==> src/io_consts.svh <==
// Register offsets, field positions, reset values and select codes of the analog/digital output logic
`ifndef IO_CONSTS_SVH
`define IO_CONSTS_SVH

`define REG_SCALE0       8'h00
`define REG_SCALE1       8'h04
`define REG_SCALE2       8'h08
`define REG_OFFSET0      8'h0C
`define REG_OFFSET1      8'h10
`define REG_OFFSET2      8'h14
`define REG_REF0         8'h18
`define REG_REF1         8'h1C
`define REG_REF2         8'h20
`define REG_SEL_RELAY1   8'h24
`define REG_SEL_RELAY2   8'h28
`define REG_SEL_RELAY3   8'h2C
`define REG_SEL_OC       8'h30
`define REG_STATUS       8'h34

`define SEL_FN1_LSB      0
`define SEL_FN2_LSB      8
`define STAT_OUT_LSB     0
`define STAT_OC_IN_LSB   4
`define STAT_PUMP_LSB    5

`define SCALE_RESET      16'sh03E8
`define OFFSET_RESET     16'sh0000
`define SEL_RESET        6'h00
`define PCT_MAX          16'sh1388
`define PCT_MIN          -16'sh1388
`define PCT_DIVISOR      32'sh000003E8
`define SAT_MAX          32'sh00007FFF
`define SAT_MIN          -32'sh00008000

`define FN_NONE          6'h00
`define FN_PLC           6'h3E
`define FN_PUMP          6'h3F

`define RESP_OKAY        2'b00
`define RESP_SLVERR      2'b10

`endif

==> src/io_pkg.sv <==
// Types shared by the analog referencing and digital output logic
package io_pkg;
  typedef logic signed [15:0] pct_t;
  typedef logic [5:0] sel_t;

  typedef struct packed {
    logic            awready;
    logic            wready;
    logic            bvalid;
    logic [1:0]      bresp;
    logic            arready;
    logic            rvalid;
    logic [1:0]      rresp;
    logic [31:0]     rdata;
    logic            aw_have;
    logic [7:0]      awaddr;
    logic            w_have;
    logic [31:0]     wdata;
    logic [3:0]      wstrb;
    pct_t [2:0]      scale;
    pct_t [2:0]      offset;
    sel_t [3:0]      sel1;
    sel_t [3:0]      sel2;
    logic [3:0]      outs;
    logic            oc_out;
  } top_state_t;

  typedef struct packed {
    pct_t result;
  } unit_state_t;
endpackage

==> src/ref_if.sv <==
// Settings and result of one analog referencing unit
`timescale 1ns/1ps
interface ref_if;
  import io_pkg::*;
  pct_t scale;
  pct_t offset;
  pct_t ain;
  logic sample;
  pct_t result;
  modport ctrl (output scale, output offset, output ain, output sample, input result);
  modport unit (input scale, input offset, input ain, input sample, output result);
endinterface

==> src/ref_unit.sv <==
// One analog referencing unit: offset plus scaled input, saturated
`timescale 1ns/1ps
`include "io_consts.svh"
module ref_unit (
  // Clock and reset
  input  wire logic aclk,
  input  wire logic aresetn,
  // Settings, input and result
  ref_if.unit       ru
);
  import io_pkg::*;

  unit_state_t       q;
  unit_state_t       n;
  logic signed [31:0] prod;
  logic signed [31:0] sum;

  always_comb begin
    n = q;
    // Tenths times tenths over 1000 gives tenths again
    // Widen both factors first so the product never wraps at 16 bits
    prod = 32'(ru.scale) * 32'(ru.ain);
    sum  = 32'(ru.offset) + (prod / `PCT_DIVISOR);
    if (ru.sample) begin
      if (sum > `SAT_MAX) begin
        n.result = 16'sh7FFF;
      end else if (sum < `SAT_MIN) begin
        n.result = -16'sh8000;
      end else begin
        n.result = sum[15:0];
      end
    end
  end

  always_ff @(posedge aclk) begin
    if (!aresetn) begin
      q <= '0;
    end else begin
      q <= n;
    end
  end

  assign ru.result = q.result;
endmodule

==> src/io_logic.sv <==
// Analog referencing units and digital output function routing behind an AXI4-Lite slave
// Notes on behaviour
// Each referencing unit has a signed scale and offset in tenths of a percent, limited to -500.0 to 500.0 percent.
// Each unit computes offset plus scale times its own analog input divided by 100.0 percent.
// Each unit result is readable and writes to it are ignored.
// There are four digital outputs: three relays and one open-collector transistor.
// Every digital output has two independent function selections.
// A digital output is active when either selected function is active and inactive only when both are inactive.
// A selection code hands the output to the built-in PLC.
// In pump-group control a selection code drives the pump contactor signal onto the output.
// Unit results are offered as ports to the PID controller, PLC and control structure.
// Analog input readings arrive as tenths of a percent of their range, so half span reads 500.
// Arithmetic is signed fixed point in tenths, saturated, and refreshed on every input sample.
//
// Our own choices: the register addresses and the AXI4-Lite register port.
`timescale 1ns/1ps
`include "io_consts.svh"
module io_logic #(
  parameter int NUM_FUNC = 62
) (
  // Clock and reset
  input  wire logic                  aclk,
  input  wire logic                  aresetn,
  // AXI4-Lite write address
  input  wire logic [7:0]            s_axi_awaddr,
  input  wire logic                  s_axi_awvalid,
  output logic                       s_axi_awready,
  // AXI4-Lite write data
  input  wire logic [31:0]           s_axi_wdata,
  input  wire logic [3:0]            s_axi_wstrb,
  input  wire logic                  s_axi_wvalid,
  output logic                       s_axi_wready,
  // AXI4-Lite write response
  output logic [1:0]                 s_axi_bresp,
  output logic                       s_axi_bvalid,
  input  wire logic                  s_axi_bready,
  // AXI4-Lite read address
  input  wire logic [7:0]            s_axi_araddr,
  input  wire logic                  s_axi_arvalid,
  output logic                       s_axi_arready,
  // AXI4-Lite read data
  output logic [31:0]                s_axi_rdata,
  output logic [1:0]                 s_axi_rresp,
  output logic                       s_axi_rvalid,
  input  wire logic                  s_axi_rready,
  // Analog input readings
  input  wire io_pkg::pct_t          analog_input_0,
  input  wire io_pkg::pct_t          analog_input_1,
  input  wire io_pkg::pct_t          analog_input_2,
  input  wire logic                  analog_sample,
  // Referencing results
  output io_pkg::pct_t               analog_reference_0,
  output io_pkg::pct_t               analog_reference_1,
  output io_pkg::pct_t               analog_reference_2,
  // Function sources
  input  wire logic [NUM_FUNC-1:0]   function_signals,
  input  wire logic [3:0]            plc_outputs,
  input  wire logic [3:0]            pump_contactors,
  input  wire logic                  pump_mode,
  // Digital outputs
  output logic                       relay_output_1,
  output logic                       relay_output_2,
  output logic                       relay_output_3,
  output logic                       open_collector_output,
  output logic                       open_collector_oe,
  input  wire logic                  open_collector_in
);
  import io_pkg::*;

  top_state_t      q;
  top_state_t      n;
  pct_t [2:0]      ref_val;
  pct_t [2:0]      ain;
  logic [63:0]     fn_vec;
  logic [31:0]     rd;
  logic            rd_ok;
  logic            wr_ok;
  logic [31:0]     wmerged;
  pct_t            wval;
  logic [1:0]      widx;

  ref_if ru[3] ();

  assign ain = {analog_input_2, analog_input_1, analog_input_0};

  generate
    for (genvar i = 0; i < 3; i++) begin : g_ref
      assign ru[i].scale  = q.scale[i];
      assign ru[i].offset = q.offset[i];
      assign ru[i].ain    = ain[i];
      assign ru[i].sample = analog_sample;
      assign ref_val[i]   = ru[i].result;
      ref_unit u_ref (
        .aclk    (aclk),
        .aresetn (aresetn),
        .ru      (ru[i])
      );
    end
  endgenerate

  // Unused codes read as inactive; the top two codes are claimed by PLC and pump
  assign fn_vec = 64'({function_signals, 1'b0});

  function automatic pct_t clamp_pct(input pct_t v);
    if (v > `PCT_MAX) begin
      return `PCT_MAX;
    end else if (v < `PCT_MIN) begin
      return `PCT_MIN;
    end
    return v;
  endfunction

  function automatic logic pick(input sel_t s, input logic plc, input logic pump, input logic [63:0] fv,
                                input logic pmode);
    if (s == `FN_PLC) begin
      return plc;
    end else if (s == `FN_PUMP) begin
      return pump & pmode;
    end
    return fv[s];
  endfunction

  always_comb begin
    rd_ok = 1'b1;
    rd    = 32'h0000_0000;
    case (s_axi_araddr)
      `REG_SCALE0, `REG_SCALE1, `REG_SCALE2:
        rd = {16'h0000, q.scale[2'(s_axi_araddr[7:2])]};
      `REG_OFFSET0, `REG_OFFSET1, `REG_OFFSET2:
        rd = {16'h0000, q.offset[2'(s_axi_araddr[7:2] - 6'h03)]};
      `REG_REF0, `REG_REF1, `REG_REF2:
        rd = {16'h0000, ref_val[2'(s_axi_araddr[7:2] - 6'h06)]};
      `REG_SEL_RELAY1, `REG_SEL_RELAY2, `REG_SEL_RELAY3, `REG_SEL_OC: begin
        rd[`SEL_FN1_LSB +: 6] = q.sel1[2'(s_axi_araddr[7:2] - 6'h09)];
        rd[`SEL_FN2_LSB +: 6] = q.sel2[2'(s_axi_araddr[7:2] - 6'h09)];
      end
      `REG_STATUS: begin
        rd[`STAT_OUT_LSB +: 4] = q.outs;
        rd[`STAT_OC_IN_LSB]    = open_collector_in;
        rd[`STAT_PUMP_LSB]     = pump_mode;
      end
      default:
        rd_ok = 1'b0;
    endcase
  end

  always_comb begin
    n = q;
    wr_ok = 1'b1;
    widx  = 2'b00;
    for (int b = 0; b < 4; b++) begin
      wmerged[b*8 +: 8] = q.wstrb[b] ? q.wdata[b*8 +: 8] : 8'h00;
    end
    wval = clamp_pct(wmerged[15:0]);
    if (q.bvalid && s_axi_bready) begin
      n.bvalid = 1'b0;
    end
    if (q.rvalid && s_axi_rready) begin
      n.rvalid  = 1'b0;
      n.arready = 1'b1;
    end
    if (s_axi_awvalid && q.awready) begin
      n.aw_have = 1'b1;
      n.awaddr  = s_axi_awaddr;
      n.awready = 1'b0;
    end
    if (s_axi_wvalid && q.wready) begin
      n.w_have = 1'b1;
      n.wdata  = s_axi_wdata;
      n.wstrb  = s_axi_wstrb;
      n.wready = 1'b0;
    end
    if (q.aw_have && q.w_have && !q.bvalid) begin
      case (q.awaddr)
        `REG_SCALE0, `REG_SCALE1, `REG_SCALE2: begin
          widx = 2'(q.awaddr[7:2]);
          if (q.wstrb[1:0] == 2'b11) begin
            n.scale[widx] = wval;
          end
        end
        `REG_OFFSET0, `REG_OFFSET1, `REG_OFFSET2: begin
          widx = 2'(q.awaddr[7:2] - 6'h03);
          if (q.wstrb[1:0] == 2'b11) begin
            n.offset[widx] = wval;
          end
        end
        // Results and status are read only; the write is answered OKAY and dropped
        `REG_REF0, `REG_REF1, `REG_REF2, `REG_STATUS: ;
        `REG_SEL_RELAY1, `REG_SEL_RELAY2, `REG_SEL_RELAY3, `REG_SEL_OC: begin
          widx = 2'(q.awaddr[7:2] - 6'h09);
          if (q.wstrb[0]) begin
            n.sel1[widx] = wmerged[`SEL_FN1_LSB +: 6];
          end
          if (q.wstrb[1]) begin
            n.sel2[widx] = wmerged[`SEL_FN2_LSB +: 6];
          end
        end
        default:
          wr_ok = 1'b0;
      endcase
      n.aw_have = 1'b0;
      n.w_have  = 1'b0;
      n.awready = 1'b1;
      n.wready  = 1'b1;
      n.bvalid  = 1'b1;
      n.bresp   = wr_ok ? `RESP_OKAY : `RESP_SLVERR;
    end
    if (s_axi_arvalid && q.arready) begin
      n.arready = 1'b0;
      n.rvalid  = 1'b1;
      n.rdata   = rd;
      n.rresp   = rd_ok ? `RESP_OKAY : `RESP_SLVERR;
    end
    for (int k = 0; k < 4; k++) begin
      n.outs[k] = pick(q.sel1[k], plc_outputs[k], pump_contactors[k], fn_vec, pump_mode)
                | pick(q.sel2[k], plc_outputs[k], pump_contactors[k], fn_vec, pump_mode);
    end
    // Open collector only ever sinks, so its data level stays low
    n.oc_out = 1'b0;
  end

  always_ff @(posedge aclk) begin
    if (!aresetn) begin
      q         <= '0;
      q.awready <= 1'b1;
      q.wready  <= 1'b1;
      q.arready <= 1'b1;
      q.scale   <= {`SCALE_RESET, `SCALE_RESET, `SCALE_RESET};
      q.offset  <= {`OFFSET_RESET, `OFFSET_RESET, `OFFSET_RESET};
      q.sel1    <= {4{`SEL_RESET}};
      q.sel2    <= {4{`SEL_RESET}};
    end else begin
      q <= n;
    end
  end

  assign s_axi_awready         = q.awready;
  assign s_axi_wready          = q.wready;
  assign s_axi_bvalid          = q.bvalid;
  assign s_axi_bresp           = q.bresp;
  assign s_axi_arready         = q.arready;
  assign s_axi_rvalid          = q.rvalid;
  assign s_axi_rresp           = q.rresp;
  assign s_axi_rdata           = q.rdata;
  assign analog_reference_0    = ref_val[0];
  assign analog_reference_1    = ref_val[1];
  assign analog_reference_2    = ref_val[2];
  assign relay_output_1        = q.outs[0];
  assign relay_output_2        = q.outs[1];
  assign relay_output_3        = q.outs[2];
  assign open_collector_output = q.oc_out;
  assign open_collector_oe     = q.outs[3];
endmodule

==> config.mk <==
export PLATFORM = sky130hd
export DESIGN_NAME = io_logic
export DESIGN_NICKNAME = d
export VERILOG_FILES = /design/src/io_pkg.sv /design/src/ref_if.sv /design/src/ref_unit.sv /design/src/io_logic.sv
export VERILOG_INCLUDE_DIRS = /design/src
export SDC_FILE = /design/constraint.sdc
export NUM_CORES = 2
export LEC_CHECK = 0
export BUFFER_PORTS_ARGS = -buffer_cell sky130_fd_sc_hd__buf_2
export CAP_MARGIN = 30
export CORE_MARGIN = 4
export CORE_UTILIZATION = 35
export DETAILED_ROUTE_END_ITERATION = 6
export GPL_ROUTABILITY_DRIVEN = 0
export MAX_ROUTING_LAYER = met4
export PLACE_DENSITY = 0.52
export SLEW_MARGIN = 20
export SYNTH_ARGS = -nofsm -noshare
export SYNTH_HDL_FRONTEND = slang
export SYNTH_SLANG_ARGS = --single-unit
==> constraint.sdc <==
create_clock -name aclk -period 38.7 [get_ports aclk]
set_input_delay 5.805 -clock aclk [delete_from_list [all_inputs] [get_ports aclk]]
set_output_delay 5.805 -clock aclk [all_outputs]
set_load 0.01 [all_outputs]
== Word level (Yosys, flattened, before mapping) ==
Index checks and enable logic that the tools add are counted.

* Register bits: 284
* Latch bits: 0
* Bits in writable memories: 0
* Bits in read-only memories: 0
* Input port bits: 180
* Word-level logic and storage cells: 255
* Memories kept: 0

* $add $sub $neg: 8
* $mul: 3
* Divide/modulo/power cells: 3
* $lt $le $gt $ge: 26
* Eq/ne operators: 43
* Shifts and indexed selects: 0
* Mux-type cells: 102
* Bitwise gates (word level): 9
* Reductions and logical operators: 29

{| class="wikitable"
|+ Operator list
! cell !! count
|-
| 16-bit 2-to-1 mux || 14
|-
| 16-bit by 32-bit adder with 32-bit output || 3
|-
| 16-bit binary-select mux with 2-bit select || 3
|-
| 48-bit bitwise mux || 2
|-
| 32-bit by 11-bit divider with 32-bit output, second input constant || 3
|-
| 6-bit equality test, second input constant || 16
|-
| 8-bit by 6-bit equality test with 1-bit output, second input constant || 12
|-
| 32-bit by 16-bit > comparator with 1-bit output, second input constant || 3
|-
| 32-bit by 16-bit < comparator with 1-bit output, second input constant || 3
|-
| 16-bit by 16-bit multiplier with 32-bit output || 3
|-
| 16-bit demux with 2-bit select || 2
|-
| 8-bit by 5-bit equality test with 1-bit output, second input constant || 8
|-
| 6-bit by 7-bit < comparator with 1-bit output, second input constant || 8
|-
| 1-bit 2-to-1 mux || 54
|-
| 1-bit binary-select mux with 6-bit select || 8
|-
| 24-bit bitwise mux || 2
|-
| 36-bit 2-to-1 mux || 1
|-
| 8-bit by 4-bit equality test with 1-bit output, second input constant || 4
|-
| 6-bit case mux with 5 select lines || 1
|-
| 14-bit OR reduction || 2
|-
| 6-bit binary-select mux with 2-bit select || 2
|-
| 6-bit case mux with 4 select lines || 1
|-
| 2-bit by 3-bit < comparator with 1-bit output, second input constant || 7
|-
| 6-bit 2-to-1 mux || 3
|-
| other kinds (23) || 58
|}

== Depth between registers and ports, before layout ==
* Depth in word-level cells: 6
* Depth in mapped cells: 142
* Gate-level depth less buffers: 119

== Modules after synthesis ==
From an unflattened synthesis, not the netlist that was laid out.

* Cell total of the unflattened synthesis: 9202
* Area, all modules: 75193.4 um^2

{| class="wikitable"
|+ By module, submodules not included
! module !! times used !! cells an instance !! area an instance (um^2) !! sequential area each (um^2)
|-
| ref_unit (g_ref[2].u_ref) || 1 || 2642 || 21008.9 || 320.3
|-
| ref_unit (g_ref[1].u_ref) || 1 || 2549 || 20188.1 || 320.3
|-
| ref_unit (g_ref[0].u_ref) || 1 || 2510 || 19931.6 || 320.3
|-
| io_logic || 1 || 1501 || 14064.7 || 3983.8
|}

== Worst setup path after synthesis ==
Ideal clock, no wire load.

* Path kind: input-to-reg
* Start: in analog_input_1[2]
* End: reg g_ref[1].u_ref.q (netlist bit g_ref[1].u_ref.ru.result[10])
* Arrival: 32902 ps
* Data required time: 38578 ps
* Slack: 5676 ps
* Cell stages on the path: 125
* Path buffers: 14
* Cell sequence: clkbuf_1 -> nand2_1 -> inv_1 -> fa_1 -> inv_1 -> fa_1 -> inv_1 -> fa_1 -> fa_1 -> fa_1 -> inv_1 -> fa_1 -> inv_1 -> ha_1 -> clkbuf_1 -> nand2_1 -> o31ai_2 -> nand2_1 -> [... 89 more ...] -> nand2_1 -> a21o_1 -> a21o_1 -> a21o_1 -> a21o_1 -> a21o_1 -> a21o_1 -> a21o_1 -> a21o_1 -> a21o_1 -> a21o_1 -> a21o_1 -> a21oi_1 -> xor2_1 -> nand4_1 -> a21oi_1 -> buf_2 -> a21oi_1

* Longest elaborated chain between the ends: 6
* Elaborated cells on any way between the ends: 7
* Those cells by class: add/sub: 1; mul: 1; div: 1; order compare: 2; mux: 2

{| class="wikitable"
|+ RTL lines
! element !! RTL line !! RTL
|-
| start, declared || io_logic.sv:48 || <nowiki>input wire io_pkg::pct_t analog_input_1,</nowiki>
|-
| 16-bit by 16-bit multiplier with 32-bit output * || ref_unit.sv:22 || <nowiki>prod = 32'(ru.scale) * 32'(ru.ain);</nowiki>
|-
| 32-bit by 11-bit divider with 32-bit output (no source line) * || n/a ||
|-
| 16-bit by 32-bit adder with 32-bit output * || ref_unit.sv:23 || <nowiki>sum = 32'(ru.offset) + (prod / `PCT_DIVISOR);</nowiki>
|-
| 32-bit by 16-bit < comparator with 1-bit output (no source line) || n/a ||
|-
| 16-bit 2-to-1 mux || ref_unit.sv:27 || <nowiki>end else if (sum < `SAT_MIN) begin</nowiki>
|-
| 16-bit 2-to-1 mux * || ref_unit.sv:25 || <nowiki>if (sum > `SAT_MAX) begin</nowiki>
|-
| end signal, assigned || ref_unit.sv:39 || <nowiki>q <= n;</nowiki>
|-
| end, declared || ref_unit.sv:13 || <nowiki>unit_state_t q;</nowiki>
|}

Mark *: on every way between the ends. The rest lies on a longest branch, timed or not.
A chain may end at the register's enable or synchronous reset.

== Worst setup path after layout ==
* Start: in analog_input_2[1]
* End: reg g_ref[2].u_ref.q (netlist bit g_ref[2].u_ref.ru.result[4])

* Longest elaborated chain between the ends: 6
* Elaborated cells on any way between the ends: 7
* Those cells by class: add/sub: 1; mul: 1; div: 1; order compare: 2; mux: 2

{| class="wikitable"
|+ RTL lines
! element !! RTL line !! RTL
|-
| start, declared || io_logic.sv:49 || <nowiki>input wire io_pkg::pct_t analog_input_2,</nowiki>
|-
| 16-bit by 16-bit multiplier with 32-bit output * || ref_unit.sv:22 ||
|-
| 32-bit by 11-bit divider with 32-bit output (no source line) * || n/a ||
|-
| 16-bit by 32-bit adder with 32-bit output * || ref_unit.sv:23 ||
|-
| 32-bit by 16-bit < comparator with 1-bit output (no source line) || n/a ||
|-
| 16-bit 2-to-1 mux || ref_unit.sv:27 ||
|-
| 16-bit 2-to-1 mux * || ref_unit.sv:25 ||
|-
| end signal, assigned || ref_unit.sv:39 ||
|-
| end, declared || ref_unit.sv:13 ||
|}

Marks and branches as above.

==> metrics.yaml <==
logic_synthesis:
  ys.flop_type: "dfxtp_1"
  synth-simple-area-share_pct: 21.29
  yosysSeqAreaShare_pct: 6.704
  yosysMostFrequentCell: "nand2_1"
  ys_ff_latch: 247
  synth.area.mux_share_pct: 7.520
  synth_top_cell_area_share_pct: 21.41
  yosysTopAreaCell: "fa_1"
  ys_warn_count: 0
  synth_fa_ha_area_share_pct: 27.65
  synth_top_family_by_area: "adder cells"
  synthTopCellsByCount: "nand2_1 (1045), inv_1 (1023), fa_1 (789)"
  synthTopCellsByArea: "fa_1 (21%), dfxtp_1 (6.7%), ha_1 (6.0%)"
  synthArstFlopShare_pct: 0
  synth-edff-count: 0
  synth-xor-area-share_pct: 6.107
  synth.distinct_cells: 148
  synth_compound_area_share_pct: 22.47
  avgSynthCellArea_um2: 7.981
  netlist_area_um2: 73760
  synthCells: 9242
worst_setup_path:
  path_buf_inv: 14
  critPathCaptureType: "register"
  worstSetupPathDepth: 120
  critPathKind: "in2reg"
  required_ps: 39190
  crit_slowest_cell: "fa_1"
  slowest_delay_ps: 660
  cp.arrival_ps: 37000
  crit_family: "compound AO/OA/AOI/OAI gates"
  crit_path_frequent_cell: "a21o_1"
  path_max_fanout: 28
  r2r_cells: 119
  startpoint_type: "input port"
timing:
  post-route-period-util_pct: 94.34
  slew_headroom_pct: 30.52
  worst_slew_pin_slew_ps: 1041
  period_needed_ps: 36510
  setup_viol: 0
  setup_tns_ps: 0
  hold_viol: 0
  drv_slew: 0
  skew_ps: 32.49
  max_freq_mhz: 27.39
floorplan:
  pin_count: 274
  start_util_pct: 35.19
  design.core.area_um2: 209600
  die_x_um: 467.1
  std_cell_rows: 168
  die_h_um: 467.1
  die_area_um2: 218100
layout:
  fin_nets: 10645
  syn_to_final_growth_pct: 8.546
  drive_gt1_share_pct: 11.47
  utilization_pct: 38.20
  design_area_um2: 80060
  final_cell_count_no_fill: 12165
grt:
  track_usage_pct: 23.02
  grt-ovfl-total: 0
  antenna_found_initial: 22
  grt_pass1_vias: 69370
  grt_max_degree: 90
  grt_pass1_wl_um: 395600
placed_design:
  dpl.hpwl_um: 203100
  place_inst: 12072
  dpl_cell_area_um2: 78350
  portBuffers: 236
clocking:
  htreeDepth: 1
  clockBufferDepth: 3
  cts_buffers: 29
  clk_latency_ps: 610
  clkTransAtPathRegs_ps: 60
  hold_buffers: 0
  root_buffer: "clkbuf_16"
  cts_tree: "yes"
  cts_sinks: 247
routing:
  drt_iter0_drc: 4921
  drc: 0
  wirelength_um: 249900
  vias_per_cell: 5.722
  firstDrtPassIters: 6
  postRouteAntennaNets: 0
  wl_per_cell_um: 20.54
  num_vias: 69608
hold_path:
  hold_depth: 2
  hp-class: "reg2reg"
run_status:
  outcome: "finished clean"
flow_run:
  drv_cap: 0
[final cells by class]
class | instances | area [µm²]
tap | 2805 | 3510
antenna | 14 | 35.03
fill | 21701 | 129500
sequential | 247 | 4945
timing repair buffer | 513 | 3354
clock buffer | 42 | 844.6
inverter | 1029 | 3877
clock inverter | 11 | 183.9
multi-input combinational | 7504 | 63310
[flip-flops by register name, summed over array words and instances, names as in the netlist]
signal                 count
relay_output_1             1
s_axi_rresp                1
s_axi_rdata               16
relay_output_3             1
s_axi_bvalid               1
s_axi_rvalid               1
s_axi_wready               1
q                         76
g_ref.u_ref.ru.result     48
s_axi_bresp                1
ru.scale                  48
s_axi_awready              1
open_collector_oe          1
ru.offset                 48
s_axi_arready              1
relay_output_2             1
[kinds of logic after synthesis]
group | count (synthesis)
other cells | 1
xor+xnor | 505
flops | 247
simple gates | 3134
mux | 346
buf+inv | 1510
fa+ha+maj | 1160
compound gates | 2339
[cell usage in the layout, fill, tap and decap left out, types with 99 or more instances in the layout]
cell	n
nor3_1	175
xnor2_1	326
nand2_1	1045
o21ai_0	423
buf_2	240
a21oi_1	484
ha_1	352
and2_1	516
inv_1	1021
a21o_1	137
a211oi_1	99
nand3_1	186
fa_1	789
mux2i_1	136
dfxtp_1	247
buf_4	255
nor2_1	500
xor2_1	157
mux4_2	161
[tightest hold or removal path, stage by stage (launching register included)]
cell      delay, ps
dfxtp_1         310
nand2_1          40
a21boi_0         60
[per-layer routing]
| metal | vias up | track usage, % | share of wire (%) |
|---|---|---|---|
| met4 | 0 | 7.585 | 4.1 |
| met3 | 446 | 2.095 | 5.2 |
| li1 | 32552 | - | - |
| met1 | 34427 | 28.56 | 42 |
| met5 | - | - | 0 |
| met2 | 2183 | 39.42 | 49 |
[worst paths after layout]
kind	startpoint	endpoint	slack, ps
setup reg to reg	ru[2].scale[15]$_SDFFE_PN0P_	g_ref[2].u_ref.ru.result[4]$_SDFFE_PN0P_	6950
hold / removal	q[186]$_SDFFE_PN0P_	q[186]$_SDFFE_PN0P_	460
setup / recovery	analog_input_2[1]	g_ref[2].u_ref.ru.result[4]$_SDFFE_PN0P_	2190
hold reg to reg	q[186]$_SDFFE_PN0P_	q[186]$_SDFFE_PN0P_	460
[metrics by stage]
| stage | setup slack (ps) | hold WS (ps) |
|---|---|---|
| 6_report | 2191 | 462.9 |
| 4_1_cts | 1061 | 464.9 |
| 3_5_place_dp | 599.9 | 455.7 |
| 3_3_place_gp | 896.2 | 449.8 |
| 2_1_floorplan | 5676 | 437.9 |
| 5_1_grt | -71.35 | 483.1 |
[timing repair]
action,4_1_cts,5_1_grt
setup buffers,0,12
setup endpoints to repair,0,48
gates resized for setup,0,85
Power is not shown: default switching activity piles up to over one toggle a cycle in this logic, so the estimate is an artifact.
